<file path="src/logic/twb_regs.svh">
// Bit positions, bit counts, address codes and timing figures of the two-wire framing block
`ifndef TWB_REGS_SVH
`define TWB_REGS_SVH

// Bit index within a nine-bit packet
`define TWB_BIT_LAST   4'h8
`define TWB_ADDR_LAST  4'h7
// Reserved slave address codes
`define TWB_GC_ADDR    7'h00
`define TWB_RSVD_TOP   4'hf
// Fixed part of one bit period, in system clocks
`define TWB_BASE_CYC   16'h0010
`define TWB_BASE_HALF  16'h0008
// Reset value of every piece of core state
`define TWB_CORE_RST   '0

`endif

</file>
<file path="src/logic/twb_pkg.sv">
// Types shared by the two-wire bus framing block
package twb_pkg;

  // Sequencer states
  typedef enum logic [2:0] {
    ST_IDLE   = 3'b000,
    ST_START  = 3'b001,
    ST_LOW    = 3'b010,
    ST_HIGH   = 3'b011,
    ST_HOLD   = 3'b100,
    ST_SLAVE  = 3'b101,
    ST_RSTART = 3'b110,
    ST_STOP   = 3'b111
  } state_t;

  // Reason the event flag was raised
  typedef enum logic [2:0] {
    EV_NONE       = 3'b000,
    EV_START      = 3'b001,
    EV_ADDR       = 3'b010,
    EV_DATA       = 3'b011,
    EV_SLAVE_ADDR = 3'b100,
    EV_ARB_LOST   = 3'b101
  } event_t;

  // Command given together with clearing the event flag
  typedef struct packed {
    logic       start;
    logic       stop;
    logic       ack;
    logic [7:0] data;
  } cmd_t;

  // Static configuration
  typedef struct packed {
    logic [6:0] ownAddr;
    logic       genCallEn;
    logic       ackEn;
    logic [7:0] bitRateDivisor;
    logic [1:0] prescale;
  } cfg_t;

  // Status seen by software
  typedef struct packed {
    logic master;
    logic txMode;
    logic addressed;
    logic genCall;
    logic ackSeen;
    logic arbLost;
    logic busBusy;
  } status_t;

  // Whole state of the framing core
  typedef struct packed {
    state_t     state;
    logic       phase;
    logic [15:0] cnt;
    logic [3:0] bitCnt;
    logic [7:0] shiftReg;
    logic [7:0] rxByte;
    logic       master;
    logic       txMode;
    logic       addrPhase;
    logic       dirRead;
    logic       addressed;
    logic       genCall;
    logic       ackOut;
    logic       ackSeen;
    logic       addrNack;
    logic       arbLost;
    logic       pendStart;
    logic       busBusy;
    logic       sclOe;
    logic       sdaOe;
    logic       eventFlag;
    event_t     eventKind;
    logic       sclMeta;
    logic       sclS;
    logic       sclP;
    logic       sdaMeta;
    logic       sdaS;
    logic       sdaP;
  } core_t;

endpackage

</file>
<file path="src/logic/two_wire_bus_framing.sv">
// Two-wire bus framing core: master and slave bit, byte and condition sequencing
`timescale 1ns/1ps
`include "twb_regs.svh"

module two_wire_bus_framing
  import twb_pkg::*;
(
  // Clock and reset
  input  wire logic    clock,
  input  wire logic    nrst,
  // Bus pins, open drain
  input  wire logic    sclIn,
  output logic         sclOut,
  output logic         sclOe,
  input  wire logic    sdaIn,
  output logic         sdaOut,
  output logic         sdaOe,
  // Configuration
  input  wire logic    busPowerReduceBit,
  input  wire cfg_t    cfg,
  // Command, taken with the clearing of the event flag
  input  wire logic    cmdValid,
  input  wire cmd_t    cmd,
  // Event and status
  output logic         busEventFlag,
  output event_t       eventKind,
  output logic [7:0]   rxByte,
  output status_t      status
);

  core_t q;
  core_t n;

  logic [6:0]  preVal;
  logic [14:0] prod;
  logic [15:0] halfCyc;
  logic [15:0] halfLast;
  logic        startSeen;
  logic        stopSeen;
  logic        sampleNow;
  logic        endNow;
  logic        pullScl;
  logic        dataLow;
  logic        allowSda;
  logic        ownMatch;
  logic        gcMatch;

  // Half bit period: (16 + 2*divisor*4^prescale) / 2 system clocks
  assign preVal   = 7'h01 << {cfg.prescale, 1'b0};
  assign prod     = 15'(cfg.bitRateDivisor) * 15'(preVal);
  assign halfCyc  = `TWB_BASE_HALF + {1'b0, prod};
  assign halfLast = halfCyc - 16'h0001;

  // Bus conditions from synchronised lines only
  assign startSeen = q.sclS && q.sclP && q.sdaP && !q.sdaS;
  assign stopSeen  = q.sclS && q.sclP && !q.sdaP && q.sdaS;

  // Sample on first high cycle; end bit at high-phase end or on clock fall
  assign sampleNow = (q.state == ST_HIGH && q.sclS && q.cnt == 16'h0000)
                  || (q.state == ST_SLAVE && q.sclS && !q.sclP && !q.phase);
  assign endNow    = (q.state == ST_HIGH && q.sclS && q.cnt == halfLast)
                  || (q.state == ST_SLAVE && !q.sclS && q.sclP && q.phase);

  // Address recognition; zero and 1111xxx never count as own address
  assign ownMatch = q.shiftReg[6:0] == cfg.ownAddr && cfg.ownAddr != `TWB_GC_ADDR
                 && cfg.ownAddr[6:3] != `TWB_RSVD_TOP;
  // General call answered only with write direction
  assign gcMatch  = q.shiftReg[6:0] == `TWB_GC_ADDR && cfg.genCallEn && !q.sdaS;

  // Next state of the whole core
  always_comb begin
    n = q;
    n.sclMeta = sclIn;
    n.sclS    = q.sclMeta;
    n.sclP    = q.sclS;
    n.sdaMeta = sdaIn;
    n.sdaS    = q.sdaMeta;
    n.sdaP    = q.sdaS;

    case (q.state)
      ST_IDLE: begin
        if (cmdValid && cmd.start) begin
          n.pendStart = 1'b1;
        end
        // Never seize a busy bus
        if (q.pendStart && !q.busBusy) begin
          n.state     = ST_START;
          n.phase     = 1'b0;
          n.cnt       = 16'h0000;
          n.pendStart = 1'b0;
        end
      end
      ST_START: begin
        if (!q.phase) begin
          // Both lines must be seen high for a half period first
          if (q.sclS && q.sdaS) begin
            n.cnt = q.cnt + 16'h0001;
            if (q.cnt == halfLast) begin
              n.phase = 1'b1;
              n.cnt   = 16'h0000;
            end
          end else begin
            n.cnt = 16'h0000;
          end
        end else begin
          n.cnt = q.cnt + 16'h0001;
          if (q.cnt == halfLast) begin
            n.state     = ST_HOLD;
            n.master    = 1'b1;
            n.txMode    = 1'b1;
            n.addrPhase = 1'b1;
            n.bitCnt    = 4'h0;
            n.arbLost   = 1'b0;
            n.addressed = 1'b0;
            n.addrNack  = 1'b0;
            n.eventFlag = 1'b1;
            n.eventKind = EV_START;
          end
        end
      end
      ST_RSTART, ST_LOW: begin
        n.cnt = q.cnt + 16'h0001;
        if (q.cnt == halfLast) begin
          n.state = (q.state == ST_LOW) ? ST_HIGH : ST_START;
          n.phase = 1'b0;
          n.cnt   = 16'h0000;
        end
      end
      ST_HIGH: begin
        // High time counts only once the line is really high
        if (q.sclS) begin
          n.cnt = q.cnt + 16'h0001;
        end
      end
      ST_HOLD: begin
        if (cmdValid) begin
          n.eventFlag = 1'b0;
          if (q.master) begin
            if (cmd.start) begin
              n.state = ST_RSTART;
              n.cnt   = 16'h0000;
            end else if ((cmd.stop && !q.addrPhase) || q.addrNack) begin
              n.state = ST_STOP;
              n.phase = 1'b0;
              n.cnt   = 16'h0000;
            end else begin
              n.state    = ST_LOW;
              n.cnt      = 16'h0000;
              n.shiftReg = q.txMode ? cmd.data : q.shiftReg;
              n.ackOut   = cmd.ack;
              if (q.addrPhase) begin
                n.dirRead = cmd.data[0];
              end
            end
          end else if (q.addressed) begin
            n.state    = ST_SLAVE;
            n.phase    = 1'b0;
            n.shiftReg = q.txMode ? cmd.data : q.shiftReg;
            n.ackOut   = cmd.ack;
          end else begin
            n.state   = ST_IDLE;
            n.arbLost = 1'b0;
          end
        end
      end
      ST_STOP: begin
        if (!q.phase) begin
          n.cnt = q.cnt + 16'h0001;
          if (q.cnt == halfLast) begin
            n.phase = 1'b1;
            n.cnt   = 16'h0000;
          end
        end else if (q.sclS) begin
          n.cnt = q.cnt + 16'h0001;
          if (q.cnt == halfLast) begin
            n.state  = ST_IDLE;
            n.master = 1'b0;
          end
        end
      end
      default: begin
        n.state = ST_IDLE;
      end
    endcase

    // Bit sample on the rising side of the clock
    if (sampleNow) begin
      n.phase = 1'b1;
      if (q.bitCnt != `TWB_BIT_LAST) begin
        n.shiftReg = {q.shiftReg[6:0], q.sdaS};
        // Released high but read low: another master wins
        if (q.master && q.txMode && q.shiftReg[7] && !q.sdaS) begin
          n.arbLost = 1'b1;
          n.master  = 1'b0;
          n.txMode  = 1'b0;
          n.state   = ST_SLAVE;
        end
        if (q.addrPhase && q.bitCnt == `TWB_ADDR_LAST) begin
          n.dirRead = q.sdaS;
          if (!n.master) begin
            n.addressed = (gcMatch || ownMatch) && cfg.ackEn;
            n.genCall   = gcMatch && cfg.ackEn;
            n.ackOut    = 1'b1;
          end
        end
      end else begin
        if (q.txMode) begin
          n.ackSeen = !q.sdaS;
        end
        if (q.addrPhase && q.master) begin
          n.addrNack = q.sdaS;
        end
      end
    end

    // End of a bit on the falling side of the clock
    if (endNow) begin
      n.phase = 1'b0;
      n.cnt   = 16'h0000;
      if (q.bitCnt == `TWB_BIT_LAST) begin
        n.bitCnt    = 4'h0;
        n.rxByte    = q.shiftReg;
        n.addrPhase = 1'b0;
        n.eventFlag = 1'b1;
        n.state     = ST_HOLD;
        if (q.master) begin
          n.eventKind = q.addrPhase ? EV_ADDR : EV_DATA;
          if (q.addrPhase) begin
            n.txMode = !q.dirRead;
          end
        end else if (q.addressed) begin
          n.eventKind = q.addrPhase ? EV_SLAVE_ADDR : EV_DATA;
          if (q.addrPhase) begin
            n.txMode = q.dirRead;
          end
          // A refused byte ends a slave transmission
          if (q.txMode && !q.ackSeen) begin
            n.addressed = 1'b0;
          end
        end else if (q.arbLost) begin
          n.eventKind = EV_ARB_LOST;
        end else begin
          n.eventFlag = 1'b0;
          n.state     = ST_IDLE;
        end
      end else begin
        n.bitCnt = q.bitCnt + 4'h1;
        if (q.master) begin
          n.state = ST_LOW;
        end
      end
    end

    // Conditions made by any master on the bus
    if (startSeen) begin
      n.busBusy = 1'b1;
      if (!q.master && !(q.state == ST_START && q.phase)) begin
        n.pendStart = q.pendStart || q.state == ST_START;
        n.state     = ST_SLAVE;
        n.phase     = 1'b0;
        n.bitCnt    = 4'h0;
        n.addrPhase = 1'b1;
        n.addressed = 1'b0;
        n.genCall   = 1'b0;
        n.txMode    = 1'b0;
      end
    end
    if (stopSeen) begin
      n.busBusy = 1'b0;
      if (!q.master && q.state == ST_SLAVE) begin
        n.state     = ST_IDLE;
        n.addressed = 1'b0;
      end
    end

    // Clock line pulled only in the low phase, while holding, in repeated start and in the first half of stop
    case (n.state)
      ST_LOW, ST_HOLD, ST_RSTART: pullScl = 1'b1;
      ST_STOP:                    pullScl = !n.phase;
      default:                    pullScl = 1'b0;
    endcase
    n.sclOe = pullScl;

    // Data bit or acknowledge wanted on the data line
    if (n.bitCnt == `TWB_BIT_LAST) begin
      dataLow = !n.txMode && n.ackOut && (n.master || n.addressed);
    end else begin
      dataLow = n.txMode && (n.master || n.addressed) && !n.shiftReg[7];
    end
    // Outside start and stop conditions, data changes only once the clock line is surely low
    allowSda = (q.sclOe && pullScl) || (!q.master && !q.sclS && !q.sclP);
    case (n.state)
      ST_IDLE, ST_RSTART: n.sdaOe = 1'b0;
      ST_START:           n.sdaOe = n.phase;
      ST_STOP:            n.sdaOe = 1'b1;
      default: begin
        if (allowSda) begin
          n.sdaOe = dataLow;
        end
      end
    endcase

    // Power reduction holds everything at its reset value
    if (!busPowerReduceBit) begin
      n = n;
    end else begin
      n = `TWB_CORE_RST;
    end
  end

  // Single state register
  always_ff @(posedge clock) begin
    if (!nrst) begin
      q <= `TWB_CORE_RST;
    end else begin
      q <= n;
    end
  end

  // Outputs straight from the state register; pins only ever pull low
  assign sclOut       = 1'b0;
  assign sdaOut       = 1'b0;
  assign sclOe        = q.sclOe;
  assign sdaOe        = q.sdaOe;
  assign busEventFlag = q.eventFlag;
  assign eventKind    = q.eventKind;
  assign rxByte       = q.rxByte;
  assign status       = '{q.master, q.txMode, q.addressed, q.genCall,
                          q.ackSeen, q.arbLost, q.busBusy};
endmodule // two_wire_bus_framing

</file>
<file path="config.mk">
export PLATFORM = sky130hd
export DESIGN_NAME = two_wire_bus_framing
export DESIGN_NICKNAME = d
export VERILOG_FILES = /design/src/logic/twb_pkg.sv /design/src/logic/two_wire_bus_framing.sv
export VERILOG_INCLUDE_DIRS = /design/src /design/src/logic
export SDC_FILE = /design/constraint.sdc
export NUM_CORES = 1
export LEC_CHECK = 0
export BUFFER_PORTS_ARGS = -buffer_cell sky130_fd_sc_hd__clkbuf_2
export CORE_ASPECT_RATIO = 0.9
export CORE_MARGIN = 2
export CORE_UTILIZATION = 65
export DETAILED_ROUTE_END_ITERATION = 10
export PLACE_DENSITY = 0.85
export REMOVE_ABC_BUFFERS = 1
export SKIP_LAST_GASP = 1
export SLEW_MARGIN = 30
export SYNTH_ARGS = -nofsm -noshare
export SYNTH_HDL_FRONTEND = slang
export SYNTH_SLANG_ARGS = --single-unit
</file>
<file path="constraint.sdc">
create_clock -name clock -period 10.7 [get_ports clock]
set_clock_uncertainty 0.05 [all_clocks]
set_input_delay 0.535 -clock clock [delete_from_list [all_inputs] [get_ports clock]]
set_output_delay 0.535 -clock clock [all_outputs]
set_load 0.05 [all_outputs]
</file>
==> results.toml, run 1 <==
[setup_path]
worst-path-stages = 22
crit_family = "simple AND/OR/NAND/NOR gates"
timing.rr.start = "q[57]"
critPathKind = "input port to flip-flop"
critPathRequiredTime_ns = 10.92
cp_slowest_cell = "o21ai_0"
cpMostUsedCell = "ha_1"
r2r_slack_ns = 6.78
startpoint_type = "input port"
critPathArrivalTime_ns = 6.43
crit_chain = "clkbuf_2 -> nor2b_1 -> and2_1 -> ha_1 -> inv_1 -> fa_1 -> fa_1 -> inv_1 -> ha_1 -> ha_1 -> o21a_1 -> o21ai_0 -> a32oi_1 -> nor4_1 -> and4_1 -> nand4b_1 -> o21ai_0 -> a2bb2oi_1 -> nand4b_2 -> mux2i_1 -> a211o_1 -> a211oi_2"
worst_r2r_endpoint = "sdaOe"
path_buf_inv = 3
cp-end-kind = "flip-flop"
rr_worst_depth = 11
crit_fanout = 11
critPathMaxStageDelay_ns = 0.58

[timing]
timing.setup.tns_ns = 0
tightest_slew_ns = 0.866
rsz0062_at_grt = "false"
setup_viol = 0
whs_ns = 0.349
period_share_pct = 58.0
post-route-min-period_ns = 6.20
setup_slack_ns = 4.50
drv_slew = 0
finalHoldViolCount = 0
fmax_mhz = 161
relSlewSlack_pct = 41.9

[layout]
multi_input_area_sq_um = 3880
fin_nets = 839
drive_gt1_share_pct = 12.3
finalCoreUtilization_pct = 70.3
seq_area_sq_um = 1280
diodes = 0
syn2layout_area_growth_pct = 6.50
fillers = 739

[logic_synthesis]
synth_area_sq_um = 5600
synth_seq_area_share_pct = 22.9
synth_top_area_share_pct = 22.9
synth_cell_types = 74
synthCells = 725
synth_area_leader_cell = "dfxtp_1"
syn_avg_cell_area_sq_um = 7.73
synthFlopType = "dfxtp_1"
synth_edf_count = 0
synthTopCellsByArea = "dfxtp_1 23%, ha_1 11%, nor2_1 5.4%"
yosys_warnings = 0
ys_ff_latch = 64
postSynth.asyncResetShare_pct = 0

[power]
fin_total_pwr_w = 0.000526
powerDensity_nw_per_um2 = 88.2
leakagePower_nw = 2.61
peakVddDrop_mv = 0.0692

[routing]
via_per_inst = 6.23
drtAntennaViolNets = 0
num_vias = 5404
drc = 0
drt-pass1-iter-count = 6
routedWlPerCell_microns = 16.2
drt_iter0_markers = 555
wirelength_mm = 14.0

[placement]
post-place-ws_ns = 4.24
routabilityCongestion = 0.993
dpl.hpwl_mm = 10.5
port_buffers = 56

[clock_tree]
cts_resized = 0
clock_latency_ns = 0.35
cts.sink_count = 64
postCtsSetupBuffers = 0
ctsHoldBuffers = 0
cts_root_buf = "clkbuf_8"
clk_pin_slew_worst_paths_ns = 0.08
cts_tree = "done"
htreeDepth = 3
cts_buffers = 9
clock_path_buffers = 2

[global_routing]
grt.total_usage_pct = 31.1
antenna_found_initial = 0
grt_pass1_wl_mm = 23.7
grt_start_max_net_pins = 36
grt_pass1_vias = 5106
overflow = 0

[hold_path]
hold_class = "input port to flip-flop"
hold_path_depth = 2
min_from = "sdaIn"
worstHoldEndpoint = "q[2]"

[floorplan]
core-area_sq_um = 8490
die_x_microns = 102
initial_core_util_pct = 66.0
num_rows = 32
die_y_microns = 92.1
io_pins = 59
die-area_sq_um = 9380

[status]
status = "complete, no violations"

[run]
drv_cap = 0
[per-stage QoR]
step	instance area [sq um]	instances
2_1_floorplan	5320	672
3_3_place_gp	5780	852
3_5_place_dp	5780	852
4_1_cts	5970	868
5_1_grt	5970	868
6_report	5970	868
[routing by layer]
metal,track usage (%),vias to the layer above,part of all wire [%]
met5,0,-,0
met4,7.89,0,1.6
met3,5.87,25,8.6
met1,44.6,2547,44
met2,48.0,222,46
li1,-,2610,-
[cell families (layout without fill, tap and decap cells)]
group	count (synthesis)	count (layout)	synth area share [%]
flip-flops	64	64	22.9
buffers and inverters	96	119	7.99
AND/OR/NAND/NOR	295	295	27.0
adder cells (fa/ha/maj)	59	59	14.4
multiplexers	23	23	4.11
other	1	2	0.0669
AO/OA/AOI/OAI	159	159	19.2
XOR/XNOR	28	28	4.38
[synthesized netlist by cell type, drive strengths merged, types with 4 or more instances]
library cell	n
nor3	13
nand3b	9
or4	6
nor4	10
nand4	12
a21o	4
o211ai	6
buf	26
o21ai	44
a21oi	44
fa	9
and2	26
and4	4
xnor2	20
nor2	81
mux2i	23
xor2	8
a41oi	5
nor2b	9
dfxtp	64
nand3	27
clkbuf	28
nand2b	6
a211oi	14
or3	4
and3	20
a311oi	6
nand2	59
ha	50
inv	42
[worst reg2reg max path: stages (launching register included)]
cell,delay (ns)
dfxtp_1,0.51
xor2_1,0.31
o21ai_0,0.20
nor4_1,0.44
and4_1,0.31
nand4b_1,0.43
o21ai_0,0.58
a2bb2oi_1,0.27
nand4b_2,0.14
mux2i_1,0.14
a211o_1,0.26
a211oi_2,0.21
[state kept, by name (all words and copies together), names as in the netlist]
name,cells
busEventFlag,1
eventKind,3
q,43
rxByte,8
sclOe,1
sdaOe,1
status,7
[placed cells by master (no fill, tap or decap), types with 3 or more instances in the layout]
cell / n
a211o_1: 3
or4_1: 5
nor2b_1: 9
and2_1: 25
xor2_1: 8
a211oi_1: 12
nor3_1: 13
o21ai_0: 39
nand3b_1: 9
or3_1: 4
xnor2_1: 20
dfxtp_1: 64
mux2i_1: 23
a41oi_1: 5
nand4_1: 12
fa_1: 9
clkbuf_8: 11
a21o_1: 4
a21oi_1: 42
and4_1: 4
and3_1: 20
nand3_1: 27
nor2_1: 81
o2111ai_1: 3
clkbuf_2: 56
nand2_1: 58
o21ai_1: 5
ha_1: 50
a31oi_1: 3
a311oi_1: 6
inv_1: 40
nor4_1: 10
buf_4: 5
a32oi_1: 3
nand2b_1: 6
o211ai_1: 6
[power by group]
group          switching [W]  internal (W)
combinational      0.0000515     0.0000350
clock               0.000103     0.0000969
sequential        0.00000102      0.000239
total               0.000156      0.000370
[area by class of cell]
cell class | count | share of cell area (%)
multi-input cells | 566 | 65.0
flip-flops and latches | 64 | 21.5
repair buffers | 61 | 5.33
inverters | 42 | 2.64
clock buffers | 12 | 2.60
well taps | 119 | 2.50
clock inverters | 4 | 0.482
[worst max-delay path by stage]
stage               startpoint     to  slack [ns]
floorplan               cfg[1]  sdaOe        4.61
global placement        cfg[1]  sdaOe        4.58
detailed placement      cfg[1]  sdaOe        4.24
CTS                     cfg[1]  sdaOe        4.60
global route            cfg[1]  sdaOe        4.14
finish                  cfg[1]  sdaOe        4.50
Note: power is estimated with default switching activity, not from simulation.
==> run 2, diff against run 1 <==
--- a/config.mk
+++ b/config.mk
@@ -9,9 +9,9 @@
 export BUFFER_PORTS_ARGS = -buffer_cell sky130_fd_sc_hd__clkbuf_2
 export CORE_ASPECT_RATIO = 0.9
 export CORE_MARGIN = 2
-export CORE_UTILIZATION = 65
+export CORE_UTILIZATION = 55
 export DETAILED_ROUTE_END_ITERATION = 10
-export PLACE_DENSITY = 0.85
+export PLACE_DENSITY = 0.76
 export REMOVE_ABC_BUFFERS = 1
 export SKIP_LAST_GASP = 1
 export SLEW_MARGIN = 30
==> constraint.sdc (replaced) <==
create_clock -name clock -period 5 [get_ports clock]
set_clock_uncertainty 0.05 [all_clocks]
set_input_delay 0.25 -clock clock [delete_from_list [all_inputs] [get_ports clock]]
set_output_delay 0.25 -clock clock [all_outputs]
set_load 0.05 [all_outputs]
==> run 2 against run 1 <==
Compared with the run above:
- the flow now finishes with violations (setup timing)
- critical endpoint is now status[3]
- non-clock buffer count grew 101
- largest power group is now the clock network
- cell area grew 25%
- worst setup slack lost 4.6 ns
- die area grew 17%
- highest routed layer unchanged
- critical path depth grew 3
- register-to-register slack lost 5.3 ns
==> results.toml, run 2 (same netlist as run 1, synthesis figures left out) <==
[status]
status = "complete, but fails checks"
violations = "setup timing"

[layout]
final_common_cell = "buf_4"
regMostFlops = "q"
fin_cells = 976
syn2layout_area_growth_pct = 33.3
finalCoreUtilization_pct = 76.3
final_cell_mix = "92 x buf_4, 78 x nor2_1, 64 x dfxtp_1"
diodes = 0
drive_gt1_share_pct = 30.9
largest_register_ffs = 43
design_area_sq_um = 7470
fin_nets = 940

[timing]
rsz0062_at_grt = "true"
setup_viol = 3
tightest_slew_ns = 0.769
fmax_mhz = 196
period_share_pct = 102
setup_slack_ns = -0.107
relSlewSlack_pct = 48.7
drv_slew = 0
post-route-min-period_ns = 5.11
finalHoldViolCount = 0

[clock_tree]
cts_root_buf = "clkbuf_16"
clock_latency_ns = 0.34
htreeDepth = 3
cts.sink_count = 64
cts_buffers = 9
clk_pin_slew_worst_paths_ns = 0.06
clock_path_buffers = 2
ctsHoldBuffers = 0
cts_tree = "done"

[power]
netSwitchingPower_w = 0.000412
p_seq_share_pct = 34.1
leakagePower_nw = 3.26
power_frac_clock_pct = 45.4
peakVddDrop_mv = 0.248
fin_total_pwr_w = 0.00151
internal_power_w = 0.00110
powerDensity_nw_per_um2 = 202
netSwitchingFraction_pct = 27.3
pwr-share-comb_pct = 20.6

[floorplan]
die_x_microns = 110
core-area_sq_um = 9780
io_pins = 59
initial_core_util_pct = 57.3
die-area_sq_um = 11000
num_rows = 34
die_y_microns = 99.8

[hold_path]
min_from = "sdaIn"
worstHoldEndpoint = "q[2]"
hold_class = "input port to flip-flop"
hold_path_depth = 2

[setup_path]
critPathKind = "input port to flip-flop"
critPathRequiredTime_ns = 5.17
startpoint_type = "input port"
r2r_slack_ns = 1.50
timing.rr.start = "q[61]"
crit_fanout = 7
rr_worst_depth = 12
cp-end-kind = "flip-flop"
critPathArrivalTime_ns = 5.28
worst_r2r_endpoint = "sdaOe"

[placement]
dpl.hpwl_mm = 11.7
placedCellCount = 925
routabilityCongestion = 1.02
dpl_cell_area_sq_um = 6300
port_buffers = 56

[run]
drv_cap = 0

[routing]
routedWlPerCell_microns = 19.1
via_per_inst = 6.36
drc = 0
wirelength_mm = 18.6
drt-pass1-iter-count = 5
drt_iter0_markers = 686
num_vias = 6208
drtAntennaViolNets = 0

[global_routing]
grt_pass1_wl_mm = 27.1
grt_pass1_vias = 5654
overflow = 0
grt.total_usage_pct = 31.0
grt_start_max_net_pins = 36
antenna_found_initial = 0
## run 2: cell count changes in the layout (fill, tap and decap cells not counted), sizes merged
cell / before / now
buf: 5 / 108
clkbuf: 68 / 63
bufinv: 0 / 2
inv: 42 / 43
## run 2: area by class of cell
type	instances	area [sq um]
clock buffers	9	225
clock inverters	7	93.8
fillers	640	2310
inverters	42	158
multi-input cells	566	4410
flip-flops and latches	64	1280
well taps	126	158
repair buffers	162	1140
## run 2: metal layers
| metal | part of all wire (%) | track usage, % | routed length (microns) |
|---|---|---|---|
| met5 | 0 | 0 | 0 |
| met4 | 3.8 | 8.37 | 703 |
| met3 | 9.4 | 7.73 | 1760 |
| met2 | 46 | 48.4 | 8560 |
| met1 | 41 | 42.4 | 7590 |
## run 2: worst max path at each step
stage	start	endpoint	slack (ns)
6_report	cfg[1]	status[3]	-0.11
4_1_cts	cfg[1]	sdaOe	-0.0009
3_3_place_gp	cfg[1]	sdaOe	-0.34
5_1_grt	cfg[1]	sdaOe	-0.25
3_5_place_dp	cfg[1]	sdaOe	-0.69
2_1_floorplan	cfg[1]	sdaOe	-0.80
## run 2: critical path, cell delays in order
cell and delay, ns:
buf_8 0.10, nor2b_4 0.14, and2_4 0.17, ha_4 0.26, inv_2 0.04, fa_1 0.46, fa_2 0.55, inv_2 0.05
ha_4 0.16, ha_4 0.28, nand4_1 0.16, nor4b_2 0.37, buf_4 0.19, nor3b_4 0.05, xor2_1 0.25, a21boi_2 0.21
nand4b_1 0.14, buf_6 0.18, buf_6 0.13, nor3_1 0.25, o21ai_0 0.23, a211o_1 0.36, nand2_1 0.07, o21ai_0 0.07
and2_1 0.16
## run 2: repair_timing
item,CTS,global route
pin swaps,31,41
buffers inserted,21,13
endpoints found under the setup margin,19,22
endpoints found under the hold margin,0,0
cloned,2,0
gates resized for setup,48,63
## run 2: power by group through the flow
stage | Clock (W) | Sequential (W) | Combinational [W]
after floorplan | 0 | 0.000524 | 0.000127
after global placement | 0 | 0.000524 | 0.000217
after detailed placement | 0 | 0.000525 | 0.000225
after CTS | 0.000684 | 0.000513 | 0.000255
after global routing | 0.000706 | 0.000514 | 0.000328
final | 0.000684 | 0.000514 | 0.000310
## run 2: through the flow
step                        TNS, ns  hold slack (ns)  setup slack [ns]
after global routing          -2.49           0.0805            -0.253
after detailed placement     -12.29            0.372            -0.692
after CTS                 -0.000927           0.0591         -0.000927
final                        -0.250           0.0605            -0.107
after global placement        -2.40            0.360            -0.338
after floorplan               -6.49            0.322            -0.802
